**config.mk**
```make
export PLATFORM = sky130hd
export DESIGN_NAME = cise_core
export DESIGN_NICKNAME = d
export VERILOG_FILES = /design/src/include/cise_pkg.sv /design/src/include/cise_stack_if.sv /design/src/hw/cise_core.sv /design/src/hw/cise_stack.sv
export SDC_FILE = /design/constraint.sdc
export NUM_CORES = 2
export LEC_CHECK = 0
export BUFFER_PORTS_ARGS = -buffer_cell sky130_fd_sc_hd__clkbuf_2
export CORE_MARGIN = 5
export CORE_UTILIZATION = 36
export CTS_CLUSTER_SIZE = 24
export DETAILED_ROUTE_END_ITERATION = 7
export GPL_ROUTABILITY_DRIVEN = 0
export SETUP_SLACK_MARGIN = 0.2
export SKIP_CTS_REPAIR_TIMING = 1
export SYNTH_ARGS = -nofsm -noshare
export SYNTH_HDL_FRONTEND = slang
export SYNTH_SLANG_ARGS = --single-unit
```
**constraint.sdc**
```tcl
create_clock -name mclk -period 4.4 [get_ports mclk]
set_input_delay 0.22 -clock mclk [delete_from_list [all_inputs] [get_ports mclk]]
set_output_delay 0.22 -clock mclk [all_outputs]
set_load 0.005 [all_outputs]
```
**src/include/cise_pkg.sv**
```systemverilog
// Shared constants and types for the instruction subset execution block
`default_nettype none
package cise_pkg;
  localparam int DATA_W       = 8;
  localparam int PC_W         = 15;
  localparam int FADR_W       = 7;
  localparam int LATCH_W      = 7;
  localparam int BUS_AW       = 10;
  localparam int BUS_DW       = 32;

  typedef enum logic [3:0] {
    OP_NOP    = 4'h0,
    OP_DOGCLR = 4'h1,
    OP_WCALL  = 4'h2,
    OP_INV    = 4'h3,
    OP_FCLR   = 4'h4,
    OP_FDEC   = 4'h5,
    OP_WCLR   = 4'h6,
    OP_DSKIP  = 4'h7
  } cise_op_t;

  // Register byte addresses
  localparam logic [BUS_AW-1:0] OFF_INSTR  = 10'h000;
  localparam logic [BUS_AW-1:0] OFF_STATUS = 10'h004;
  localparam logic [BUS_AW-1:0] OFF_WREG   = 10'h008;
  localparam logic [BUS_AW-1:0] OFF_LATCH  = 10'h00C;
  localparam logic [BUS_AW-1:0] OFF_PC     = 10'h010;
  localparam logic [BUS_AW-1:0] OFF_TOP    = 10'h014;
  localparam logic [BUS_AW-1:0] OFF_DOG    = 10'h018;
  localparam int FILE_SEL_BIT = 9;
  localparam int FILE_IDX_LSB = 2;

  // Instruction word fields
  localparam int OP_LSB   = 0;
  localparam int OP_W     = 4;
  localparam int DEST_BIT = 7;
  localparam int FADR_LSB = 8;

  // Status word bits
  localparam int ST_ZERO = 0;
  localparam int ST_PDN  = 1;
  localparam int ST_TMO  = 2;
  localparam int ST_SKIP = 3;
  localparam int ST_BUSY = 4;

  // Values after reset and constants
  localparam logic [DATA_W-1:0]  ZERO8      = 8'h00;
  localparam logic [DATA_W-1:0]  ONE8       = 8'h01;
  localparam logic [LATCH_W-1:0] LATCH_RST  = 7'h00;
  localparam logic [PC_W-1:0]    PC_RST     = 15'h0000;
  localparam logic [PC_W-1:0]    PC_INC     = 15'h0001;
  localparam logic               Z_RST      = 1'b0;
  localparam logic               TMO_RST    = 1'b1;
  localparam logic               PDN_RST    = 1'b1;
  localparam logic [BUS_DW-1:0]  RD_ZERO    = 32'h0000_0000;
endpackage
`default_nettype wire

```
**src/include/cise_stack_if.sv**
```systemverilog
// Push port and top-of-stack view between the core and its return stack
`timescale 1ns/10ps
`default_nettype none
interface cise_stack_if;
  import cise_pkg::*;
  logic            push;
  logic [PC_W-1:0] push_addr;
  logic [PC_W-1:0] stack_top;
  modport core  (output push, output push_addr, input stack_top);
  modport stack (input push, input push_addr, output stack_top);
endinterface
`default_nettype wire

```
**src/hw/cise_core.sv**
```systemverilog
// Instruction subset execution core with Avalon-MM register slave
`timescale 1ns/10ps
`default_nettype none
module cise_core
  import cise_pkg::*;
#(
  parameter int STACK_DEPTH = 16,
  parameter int PRE_W       = 8,
  parameter int DOG_W       = 8
) (
  input  wire logic              mclk,
  input  wire logic              reset,
  input  wire logic [BUS_AW-1:0] avs_address,
  input  wire logic              avs_read,
  input  wire logic              avs_write,
  input  wire logic [BUS_DW-1:0] avs_writedata,
  input  wire logic [3:0]        avs_byteenable,
  output logic      [BUS_DW-1:0] avs_readdata,
  output logic                   avs_waitrequest,
  output logic      [PC_W-1:0]   pc_out,
  output logic                   zero_flag,
  output logic                   timeout_flag,
  output logic                   powerdown_flag
);
  localparam int FILE_N = 1 << FADR_W;

  logic [DATA_W-1:0]  file_mem [FILE_N];
  logic [DATA_W-1:0]  w_reg;
  logic [LATCH_W-1:0] latch_reg;
  logic [PC_W-1:0]    pc_reg;
  logic               zero_reg;
  logic               skip_reg;
  logic               busy_reg;
  logic [PRE_W-1:0]   pre_reg;
  logic [DOG_W-1:0]   dog_reg;
  logic               timeout_reg;
  logic               powerdown_reg;
  logic               wait_reg;
  logic [BUS_DW-1:0]  readdata_reg;
  logic [BUS_DW-1:0]  rd_next;

  logic               req;
  logic               instr_hit;
  logic               file_hit;
  logic [FADR_W-1:0]  file_idx;
  logic               stall;
  logic               wr_take;
  logic               exec_go;
  cise_op_t           op_sel;
  cise_op_t           eff_op;
  logic               dest_b;
  logic [FADR_W-1:0]  faddr;
  logic [DATA_W-1:0]  fval;
  logic [DATA_W-1:0]  alu_res;
  logic               res_zero;
  logic               to_w;
  logic               to_f;

  cise_stack_if stk_if ();

  cise_stack #(
    .DEPTH (STACK_DEPTH)
  ) u_stack (
    .mclk  (mclk),
    .reset (reset),
    .sif   (stk_if.stack)
  );

  function automatic logic reg_hit(input logic [BUS_AW-1:0] a, input logic [BUS_AW-1:0] off);
    reg_hit = (a[BUS_AW-1:FILE_IDX_LSB] == off[BUS_AW-1:FILE_IDX_LSB]);
  endfunction

  //////////////////////////////////////////////////////////////////////////////
  // Bus decode and handshake

  assign req       = avs_read | avs_write;
  assign instr_hit = reg_hit(avs_address, OFF_INSTR);
  assign file_hit  = avs_address[FILE_SEL_BIT];
  assign file_idx  = avs_address[FILE_IDX_LSB +: FADR_W];
  // A new instruction waits out the second cycle of a two-cycle call
  assign stall     = avs_write && instr_hit && busy_reg;
  assign wr_take   = avs_write && !wait_reg;
  assign exec_go   = wr_take && instr_hit && (&avs_byteenable[1:0]);

  always_ff @(posedge mclk) begin
    if (reset) begin
      wait_reg <= 1'b1;
    end else if (!wait_reg) begin
      wait_reg <= 1'b1;
    end else if (req && !stall) begin
      wait_reg <= 1'b0;
    end
  end

  always_comb begin
    rd_next = RD_ZERO;
    if (file_hit) begin
      rd_next[DATA_W-1:0] = file_mem[file_idx];
    end else begin
      case (1'b1)
        reg_hit(avs_address, OFF_STATUS): begin
          rd_next[ST_ZERO] = zero_reg;
          rd_next[ST_PDN]  = powerdown_reg;
          rd_next[ST_TMO]  = timeout_reg;
          rd_next[ST_SKIP] = skip_reg;
          rd_next[ST_BUSY] = busy_reg;
        end
        reg_hit(avs_address, OFF_WREG):   rd_next[DATA_W-1:0] = w_reg;
        reg_hit(avs_address, OFF_LATCH):  rd_next[LATCH_W-1:0] = latch_reg;
        reg_hit(avs_address, OFF_PC):     rd_next[PC_W-1:0] = pc_reg;
        reg_hit(avs_address, OFF_TOP):    rd_next[PC_W-1:0] = stk_if.stack_top;
        reg_hit(avs_address, OFF_DOG):    rd_next[DOG_W-1:0] = dog_reg;
        default:                          rd_next = RD_ZERO;
      endcase
    end
  end

  always_ff @(posedge mclk) begin
    if (reset) begin
      readdata_reg <= RD_ZERO;
    end else if (wait_reg && avs_read) begin
      readdata_reg <= rd_next;
    end
  end

  //////////////////////////////////////////////////////////////////////////////
  // Instruction decode and result

  assign op_sel   = cise_op_t'(avs_writedata[OP_LSB +: OP_W]);
  // A pending skip replaces the next instruction by a no-operation
  assign eff_op   = skip_reg ? OP_NOP : op_sel;
  assign dest_b   = avs_writedata[DEST_BIT];
  assign faddr    = avs_writedata[FADR_LSB +: FADR_W];
  assign fval     = file_mem[faddr];
  assign res_zero = (alu_res == ZERO8);

  always_comb begin
    alu_res = ZERO8;
    unique case (eff_op)
      OP_INV:             alu_res = ~fval;
      OP_FDEC, OP_DSKIP:  alu_res = fval - ONE8;
      default:            alu_res = ZERO8;
    endcase
  end

  assign to_w = exec_go && !dest_b &&
                (eff_op == OP_INV || eff_op == OP_FDEC || eff_op == OP_DSKIP);
  assign to_f = exec_go && dest_b &&
                (eff_op == OP_INV || eff_op == OP_FDEC || eff_op == OP_DSKIP);

  //////////////////////////////////////////////////////////////////////////////
  // Working register and file registers

  always_ff @(posedge mclk) begin
    if (reset) begin
      w_reg <= ZERO8;
    end else if (exec_go && eff_op == OP_WCLR) begin
      w_reg <= ZERO8;
    end else if (to_w) begin
      w_reg <= alu_res;
    end else if (wr_take && !file_hit && reg_hit(avs_address, OFF_WREG) && avs_byteenable[0]) begin
      w_reg <= avs_writedata[DATA_W-1:0];
    end
  end

  always_ff @(posedge mclk) begin
    if (reset) begin
      for (int i = 0; i < FILE_N; i++) begin
        file_mem[i] <= ZERO8;
      end
    end else if (exec_go && eff_op == OP_FCLR) begin
      file_mem[faddr] <= ZERO8;
    end else if (to_f) begin
      file_mem[faddr] <= alu_res;
    end else if (wr_take && file_hit && avs_byteenable[0]) begin
      file_mem[file_idx] <= avs_writedata[DATA_W-1:0];
    end
  end

  always_ff @(posedge mclk) begin
    if (reset) begin
      latch_reg <= LATCH_RST;
    end else if (wr_take && !file_hit && reg_hit(avs_address, OFF_LATCH) && avs_byteenable[0]) begin
      latch_reg <= avs_writedata[LATCH_W-1:0];
    end
  end

  //////////////////////////////////////////////////////////////////////////////
  // Program counter, stack and cycle control

  assign stk_if.push      = exec_go && eff_op == OP_WCALL;
  assign stk_if.push_addr = pc_reg + PC_INC;

  always_ff @(posedge mclk) begin
    if (reset) begin
      pc_reg <= PC_RST;
    end else if (exec_go && eff_op == OP_WCALL) begin
      pc_reg <= {latch_reg, w_reg};
    end else if (exec_go) begin
      pc_reg <= pc_reg + PC_INC;
    end
  end

  always_ff @(posedge mclk) begin
    if (reset) begin
      busy_reg <= 1'b0;
    end else begin
      busy_reg <= exec_go && eff_op == OP_WCALL;
    end
  end

  always_ff @(posedge mclk) begin
    if (reset) begin
      skip_reg <= 1'b0;
    end else if (exec_go) begin
      skip_reg <= (eff_op == OP_DSKIP) && res_zero;
    end
  end

  //////////////////////////////////////////////////////////////////////////////
  // Zero flag

  always_ff @(posedge mclk) begin
    if (reset) begin
      zero_reg <= Z_RST;
    end else if (exec_go) begin
      unique case (eff_op)
        OP_FCLR, OP_WCLR: zero_reg <= 1'b1;
        OP_INV, OP_FDEC:  zero_reg <= res_zero;
        default:          zero_reg <= zero_reg;
      endcase
    end
  end

  //////////////////////////////////////////////////////////////////////////////
  // Watchdog counter, prescaler and its status flags

  always_ff @(posedge mclk) begin
    if (reset) begin
      pre_reg <= '0;
      dog_reg <= '0;
    end else if (exec_go && eff_op == OP_DOGCLR) begin
      pre_reg <= '0;
      dog_reg <= '0;
    end else begin
      pre_reg <= pre_reg + 1'b1;
      if (&pre_reg) begin
        dog_reg <= dog_reg + 1'b1;
      end
    end
  end

  // Overflow drops the timeout flag; a clear in the same cycle wins
  always_ff @(posedge mclk) begin
    if (reset) begin
      timeout_reg   <= TMO_RST;
      powerdown_reg <= PDN_RST;
    end else if (exec_go && eff_op == OP_DOGCLR) begin
      timeout_reg   <= 1'b1;
      powerdown_reg <= 1'b1;
    end else if ((&pre_reg) && (&dog_reg)) begin
      timeout_reg   <= 1'b0;
    end
  end

  assign avs_readdata    = readdata_reg;
  assign avs_waitrequest = wait_reg;
  assign pc_out          = pc_reg;
  assign zero_flag       = zero_reg;
  assign timeout_flag    = timeout_reg;
  assign powerdown_flag  = powerdown_reg;

  //////////////////////////////////////////////////////////////////////////////
  // Assertions

  property p_dogclr;
    @(posedge mclk) disable iff (reset)
    exec_go && eff_op == OP_DOGCLR |=> dog_reg == '0 && pre_reg == '0 && timeout_reg && powerdown_reg;
  endproperty
  a_dogclr: assert property (p_dogclr) else $error("watchdog clear incomplete");

  property p_wcall_push;
    @(posedge mclk) disable iff (reset)
    exec_go && eff_op == OP_WCALL |=> stk_if.stack_top == $past(pc_reg) + PC_INC;
  endproperty
  a_wcall_push: assert property (p_wcall_push) else $error("return address not pushed");

  property p_wcall_pc;
    @(posedge mclk) disable iff (reset)
    exec_go && eff_op == OP_WCALL |=> pc_reg == {$past(latch_reg), $past(w_reg)};
  endproperty
  a_wcall_pc: assert property (p_wcall_pc) else $error("call target wrong");

  property p_wcall_cycles;
    @(posedge mclk) disable iff (reset)
    exec_go && eff_op == OP_WCALL |=> busy_reg && $stable(zero_reg) && !exec_go ##1 !busy_reg;
  endproperty
  a_wcall_cycles: assert property (p_wcall_cycles) else $error("call not two cycles");

  property p_inv;
    @(posedge mclk) disable iff (reset)
    exec_go && eff_op == OP_INV |=>
      (($past(dest_b) ? file_mem[$past(faddr)] : w_reg) == ~$past(fval));
  endproperty
  a_inv: assert property (p_inv) else $error("complement result wrong");

  property p_fclr;
    @(posedge mclk) disable iff (reset)
    exec_go && eff_op == OP_FCLR |=> file_mem[$past(faddr)] == ZERO8 && zero_reg;
  endproperty
  a_fclr: assert property (p_fclr) else $error("file clear wrong");

  property p_wclr;
    @(posedge mclk) disable iff (reset)
    exec_go && eff_op == OP_WCLR |=> w_reg == ZERO8 && zero_reg;
  endproperty
  a_wclr: assert property (p_wclr) else $error("W clear wrong");

  property p_fdec;
    @(posedge mclk) disable iff (reset)
    exec_go && eff_op == OP_FDEC |=>
      (($past(dest_b) ? file_mem[$past(faddr)] : w_reg) == $past(fval) - ONE8);
  endproperty
  a_fdec: assert property (p_fdec) else $error("decrement result wrong");

  // Timeout may drop from a counter overflow in the same cycle, so only zero and powerdown are held here
  property p_dsz;
    @(posedge mclk) disable iff (reset)
    exec_go && eff_op == OP_DSKIP |=> $stable(zero_reg) && $stable(powerdown_reg) &&
      (($past(dest_b) ? file_mem[$past(faddr)] : w_reg) == $past(fval) - ONE8);
  endproperty
  a_dsz: assert property (p_dsz) else $error("decrement-skip wrong");

  property p_skip;
    @(posedge mclk) disable iff (reset)
    exec_go && skip_reg |=> pc_reg == $past(pc_reg) + PC_INC && $stable(w_reg) && $stable(zero_reg) && !skip_reg;
  endproperty
  a_skip: assert property (p_skip) else $error("skipped instruction not discarded");

  property p_skip_set;
    @(posedge mclk) disable iff (reset)
    exec_go && eff_op == OP_DSKIP |=> skip_reg == ($past(fval) == ONE8);
  endproperty
  a_skip_set: assert property (p_skip_set) else $error("skip decision wrong");

  property p_zflag;
    @(posedge mclk) disable iff (reset)
    exec_go && (eff_op == OP_INV || eff_op == OP_FDEC) |=> zero_reg == $past(res_zero);
  endproperty
  a_zflag: assert property (p_zflag) else $error("zero flag wrong");

  property p_wait;
    @(posedge mclk) disable iff (reset)
    req && wait_reg && !stall |=> !wait_reg ##1 wait_reg;
  endproperty
  a_wait: assert property (p_wait) else $error("bus answer timing wrong");
endmodule
`default_nettype wire

```
**src/hw/cise_stack.sv**
```systemverilog
// Circular hardware return stack
`timescale 1ns/10ps
`default_nettype none
module cise_stack
  import cise_pkg::*;
#(
  parameter int DEPTH = 16
) (
  input  wire logic   mclk,
  input  wire logic   reset,
  cise_stack_if.stack sif
);
  localparam int PTR_W = $clog2(DEPTH);

  logic [PC_W-1:0]  mem [DEPTH];
  logic [PTR_W-1:0] ptr_reg;
  logic [PTR_W-1:0] ptr_next;

  assign ptr_next      = ptr_reg + 1'b1;
  assign sif.stack_top = mem[ptr_reg];

  // Oldest entry is overwritten once all levels are in use
  always_ff @(posedge mclk) begin
    if (reset) begin
      ptr_reg <= '0;
    end else if (sif.push) begin
      ptr_reg <= ptr_next;
    end
  end

  always_ff @(posedge mclk) begin
    if (reset) begin
      for (int i = 0; i < DEPTH; i++) begin
        mem[i] <= PC_RST;
      end
    end else if (sif.push) begin
      mem[ptr_next] <= sif.push_addr;
    end
  end
endmodule
`default_nettype wire

```
# Yosys cells after proc, flatten, opt, wreduce, memory -nomap -nowiden
# Memories as Yosys holds them, arrays and structs flattened. A register that Yosys moved wholly into a read port is not among the register bits.
# Cells that the tools add are included.
# word_totals
out_inout_bits	51
mem_bits_ro	0
elab_cells	146
latch_bits	0
register_bits	87
ramBits	1264
n_memories	2
in_bits	50
# memory_table
name	words	width	rd	rd_clocked_by_memory_dff	write_ports	line	text
file_mem	128	8	2	0	128	cise_core.sv:27	logic [DATA_W-1:0] file_mem [FILE_N];
u_stack.mem	16	15	1	1	16	cise_stack.sv:15	logic [PC_W-1:0] mem [DEPTH];
# classes
bitwise	4
n_mul	0
addsub	5
n_mux	62
n_reduce_logical	48
shift	0
n_lt_le_gt_ge	0
div	0
eq_ne	13
# ops
operator	n
two-way mux 7 bit	8
two-way mux 8 bit	6
two-way mux 15 bit	3
two-way mux 5 bit	6
two-way mux 1 bit	27
equality test 8 x 3 -> 1 bit (second input constant)	3
logical AND 1 bit	24
adder 8 x 1 -> 8 bit (second input constant)	2
equality test 4 x 3 -> 1 bit (second input constant)	4
equality test 8 x 2 -> 1 bit (second input constant)	2
logical NOT 8 bit	2
two-way mux 4 bit	4
one-hot mux 8 bit (2 select lines)	1
AND reduction 8 bit	2
OR reduction 8 bit	2
adder 15 x 1 -> 15 bit (second input constant)	1
OR reduction 15 bit	1
two-way mux 2 bit	6
OR reduction 2 bit	6
equality test 4 x 2 -> 1 bit (second input constant)	2
equality test 8 x 1 -> 1 bit (second input constant)	1
NOT 8 bit	1
subtractor 8 x 1 -> 8 bit (second input constant)	1
nonzero test 2 bit	3
8 further kinds	14

# Depth between registers and ports, before layout
# logic_depth
ltp_word	14
ltp_mapped	21
depth_no_buf	11

# By module
# From an unflattened synthesis, not the netlist that was laid out.
# unflattened
hier_cells	4871
area_unflattened_um2	67762.5
# modules_own_cells
mod	cells_each	seq_area_each_um2	area_per_inst_um2	n_inst
cise_core	4099	32070.8	56812.0	1
cise_stack	772	7367.1	10950.5	1

# Worst setup path after synthesis
# Ideal clock, no wire load.
# synth_timing
path_kind	input-to-reg
from	input avs_writedata[9]
to	memory file_mem[0][4], data pin
setup_time_ns	0.262
stages	16
n_path_buf	5
setup_slack_ns	0.085
arrival_time_ns	4.053
required_ns	4.138
cell_sequence	buf_2 buf_1 buf_1 mux4_2 mux4_2 mux4_2 mux2i_1 ha_1 nand2_1 a21oi_1 nor2_1 or3b_1 a22oi_1 buf_2 buf_2 nor2_1
# synth_lines
element	line	text
from (decl)	cise_core.sv:16	input wire logic [BUS_DW-1:0] avs_writedata,
to (decl)	cise_core.sv:27	

==> metrics.md <==
| Metric | Value |
|---|---|
| Crit Path Class | reg -> reg |
| PortBufs | around 60 |
| Yosys synthesis warning count | 0 |
| Maximum vdd drop | ~0.45 mV |
| CTS root buffer | clkbuf_16 |
| Hold Path Stages | 3 |
| Routed Antenna Nets | 0 |
| TritonCTS clock tree | done |
| Worst rel slew slack | between 20 and 30% |
| Pwr dens | ~370 nW/um^2 |
| P_sw | 7.04 mW |
| Initial Util | a little over a third |
| CTS clk-pin slew, worst paths | 0.06 ns |
| Synthesized area | roughly 68,000 sq um |
| GR Util All Layers | a little over a fifth |
| Crit-path leading delay family | multiplexers |
| Max-slew violations | 0 |
| Hold slack | -0.00156 ns |
| DR iter-0 viols | ~6.0k |
| Worst r2r path cells | 14 |
| Critical Path RT | just under 5 ns |
| Clock share of power | roughly 41% |
| Post-synthesis cell count | between 4k and 5k |
| Via count | 45.3k |
| F_max | between 200 and 250 MHz |
| WL final | ~220,000 microns |
| Post-synthesis sequential area ratio | approximately three fifths |
| Sw Ratio | 24.0% |
| Total power | between 20 and 30 mW |
| Worst path slowest cell | mux4_2 |
| Crit. End Element | flop |
| DRT Pass-1 Iters | 6 |
| Final setup vio count | 0 |
| RSZ-0062 raised after global routing | yes |
| Post-Syn Area per Cell | 14.2 sq um |
| Distinct cells, synth | 69 |
| Inst Count DP | between 7k and 8k |
| CP cell instances | mux4_2 > mux4_2 > mux4_2 > mux2i_4 > ha_2 > nand2_2 > a21oi_2 > nor2_2 > or3b_4 > a22oi_2 > buf_4 > buf_12 > clkbuf_16 > nor2_1 |
| Proportion of layout cells with a drive suffix above 1 | a little under 30% |
| Worst-margin pin slew | between 1 and 1.5 ns |
| Max Cap Violations | 0 |
| FF+latch count, synth | 1,338 |
| Die width | around 440 microns |
| CP most frequent cell | mux4_2 |
| Status | finished, violations left |
| Non-Filler Instances | between 7k and 8k |
| Post-synth EDFFs | 1,264 |
| WP data arrival | just under 5 ns |
| Largest net degree at the start of global routing | 97 |
| Die Y | ~440 microns |
| Die area | about 200,000 sq um |
| FF-to-FF setup slack | between 0.1 and 0.15 ns |
| Largest Register | file_mem |
| Part of the power in registers | around 50% |
| Synthesis-to-layout area growth | 17.6% |
| First-pass GRT wire length | around 320,000 microns |
| Async set-or-reset flop fraction in the synthesized netlist | 0% |
| Number of buffers created by CTS | 140 |
| Internal power | 22.3 mW |
| Worst Path Max Fanout | 14 |
| Clock sinks | between 1k and 1.5k |
| Violated checks | hold timing |
| Worst path max stage delay | about 0.60 ns |
| Number of cells on the critical path | 14 |
| Reg2reg end | file_mem[69][4]$_SDFFCE_PN0P_ |
| Vias/cell | ~6 |
| Worst skew pair latency | roughly 0.80 ns |
| Utilization after layout | 42.5% |
| Fin Clk Skew | 0.0378 ns |
| Grt ovf | 0 |
| Logic pwr share | between 9 and 10% |
| Max reg flops | approximately 1k |
| Worst R2R Start | file_mem[68][0]$_SDFFCE_PN0P_ |
| Post-DR wirelength/cell | slightly below 30 microns |
| Lkg Pwr | roughly 26 nW |
| CP Launch Type | flop |
| Hold Path End | latch_reg[2]$_SDFFE_PP0P_ |
| Hold Vio Cnt, Final | 1 |
| Final period utilization | 97.4% |
| Vias in the first global route | between 40k and 50k |
| Regs by FF count | file_mem x1024, u_stack.mem x240 |
| Ports | ~100 |
| Core area | roughly 190,000 sq um |
| Synth Flop Type | edfxtp_1 |
| Max clock buf depth | 3 |
| HP Class | in -> reg |
| Antenna violations before repair | 12 |
| Minimum clock period | 4.28 ns |
| Hold_sp | avs_writedata[2] |
| Number of cell rows | around 160 |
| Worst Path Buf+Inv | 3 |
| H-tree level count | 4 |
| # nets final | 5,120 |
| Drt drc | 0 |
| TNS Setup | 0 ns |
| Dpl hpwl | 154,000 microns |
-- cell type report --
type / count / area (sq um)
Clock buffer: 167 / 3630
Fill cell: 16800 / 108000
Sequential cell: 1338 / 39400
Clock inverter: 92 / 926
Inverter: 19 / 76.3
Multi-Input combinational cell: 3006 / 26900
Tap cell: 2495 / 3120
Antenna cell: 2 / 5.00
Timing Repair Buffer: 557 / 5600
-- cell usage in the layout, fill, tap and decap left out, drive strengths merged, types with 5 or more instances in the layout --
master and n:
a211oi 24, a21oi 48, a221oi 17, a22o 11
a22oi 40, a311oi 5, a31oi 14, and2 9
and3 14, buf 474, bufinv 13, clkbuf 239
clkinv 63, clkinvlp 12, conb 18, dfxtp 74
dlygate4sd3 11, edfxtp 1264, ha 8, inv 23
mux2 13, mux2i 110, mux4 670, nand2 220
nand2b 151, nand3 47, nand3b 7, nand4 9
nor2 1388, nor2b 29, nor3 18, o211ai 7
o21ai 31, o22ai 7, or3 5, xnor2 15
xor2 18
-- layer usage --
layer | global-route usage, % | vias to the layer above | part of all wire (%)
met1 | 29.2 | 23500 | 37
li1 | - | 18700 | -
met4 | 9.25 | 4 | 4.7
met5 | 0 | - | 0.013
met3 | 4.75 | 448 | 11
met2 | 34.7 | 2719 | 47
-- cell usage after synthesis (47+ instances only) --
library cell	number	share of area, %
nand2_1	220	1.2
edfxtp_1	1264	56
dfxtp_1	74	2.2
buf_4	56	0.62
nand3_1	47	0.35
mux4_2	670	22
nand2b_1	151	1.4
mux2i_1	108	1.6
buf_2	70	0.52
nor2_1	1388	7.7
clkbuf_1	230	1.3
buf_1	53	0.29
-- worst max path at each step --
stage / startpoint / endpoint / slack, ns
2_1_floorplan: avs_writedata[8] / file_mem[0][4]$_SDFFCE_PN0P_ / 0.20
3_3_place_gp: avs_writedata[8] / file_mem[71][4]$_SDFFCE_PN0P_ / -0.27
3_5_place_dp: avs_writedata[8] / file_mem[108][7]$_SDFFCE_PN0P_ / -0.31
4_1_cts: file_mem[71][0]$_SDFFCE_PN0P_ / file_mem[93][4]$_SDFFCE_PN0P_ / 0.06
5_1_grt: file_mem[71][1]$_SDFFCE_PN0P_ / file_mem[25][7]$_SDFFCE_PN0P_ / 0.06
6_report: file_mem[68][0]$_SDFFCE_PN0P_ / file_mem[69][4]$_SDFFCE_PN0P_ / 0.12
-- power groups by stage --
stage	Clock (mW)	Combinational, mW	Sequential, mW
after floorplan	0	1.70	14.7
after global placement	0	2.77	14.8
after detailed placement	0	2.78	14.8
after CTS	12.1	2.79	14.6
after global routing	12.6	2.96	14.6
final	11.9	2.88	14.6
-- worst min-delay path, cell delays in order --
cell      delay (ns)
clkbuf_2        0.33
mux2i_1         0.13
nor2_1          0.07
-- logic make-up (layout without fill, tap and decap cells) --
family                   count (synthesis)  after routing  synth area share (%)
AO/OA/AOI/OAI                          240            240                  2.51
XOR/XNOR                                33             33                 0.427
adder cells (fa/ha/maj)                  8              8                 0.148
buffers and inverters                  435            835                  2.93
flip-flops                            1338           1338                  58.2
multiplexers                           793            793                  24.1
other                                    2             20                0.0111
AND/OR/NAND/NOR                       1914           1914                  11.7
-- metrics by stage --
| stage | area, sq um | worst slack, ns |
|---|---|---|
| after CTS | 78600 | 0.0573 |
| after global routing | 79700 | 0.0576 |
| final | 79700 | 0.116 |
| after detailed placement | 74000 | -0.306 |
| after floorplan | 67900 | 0.203 |
| after global placement | 74000 | -0.268 |
No activity file was read; power rests on OpenSTA's default activity.
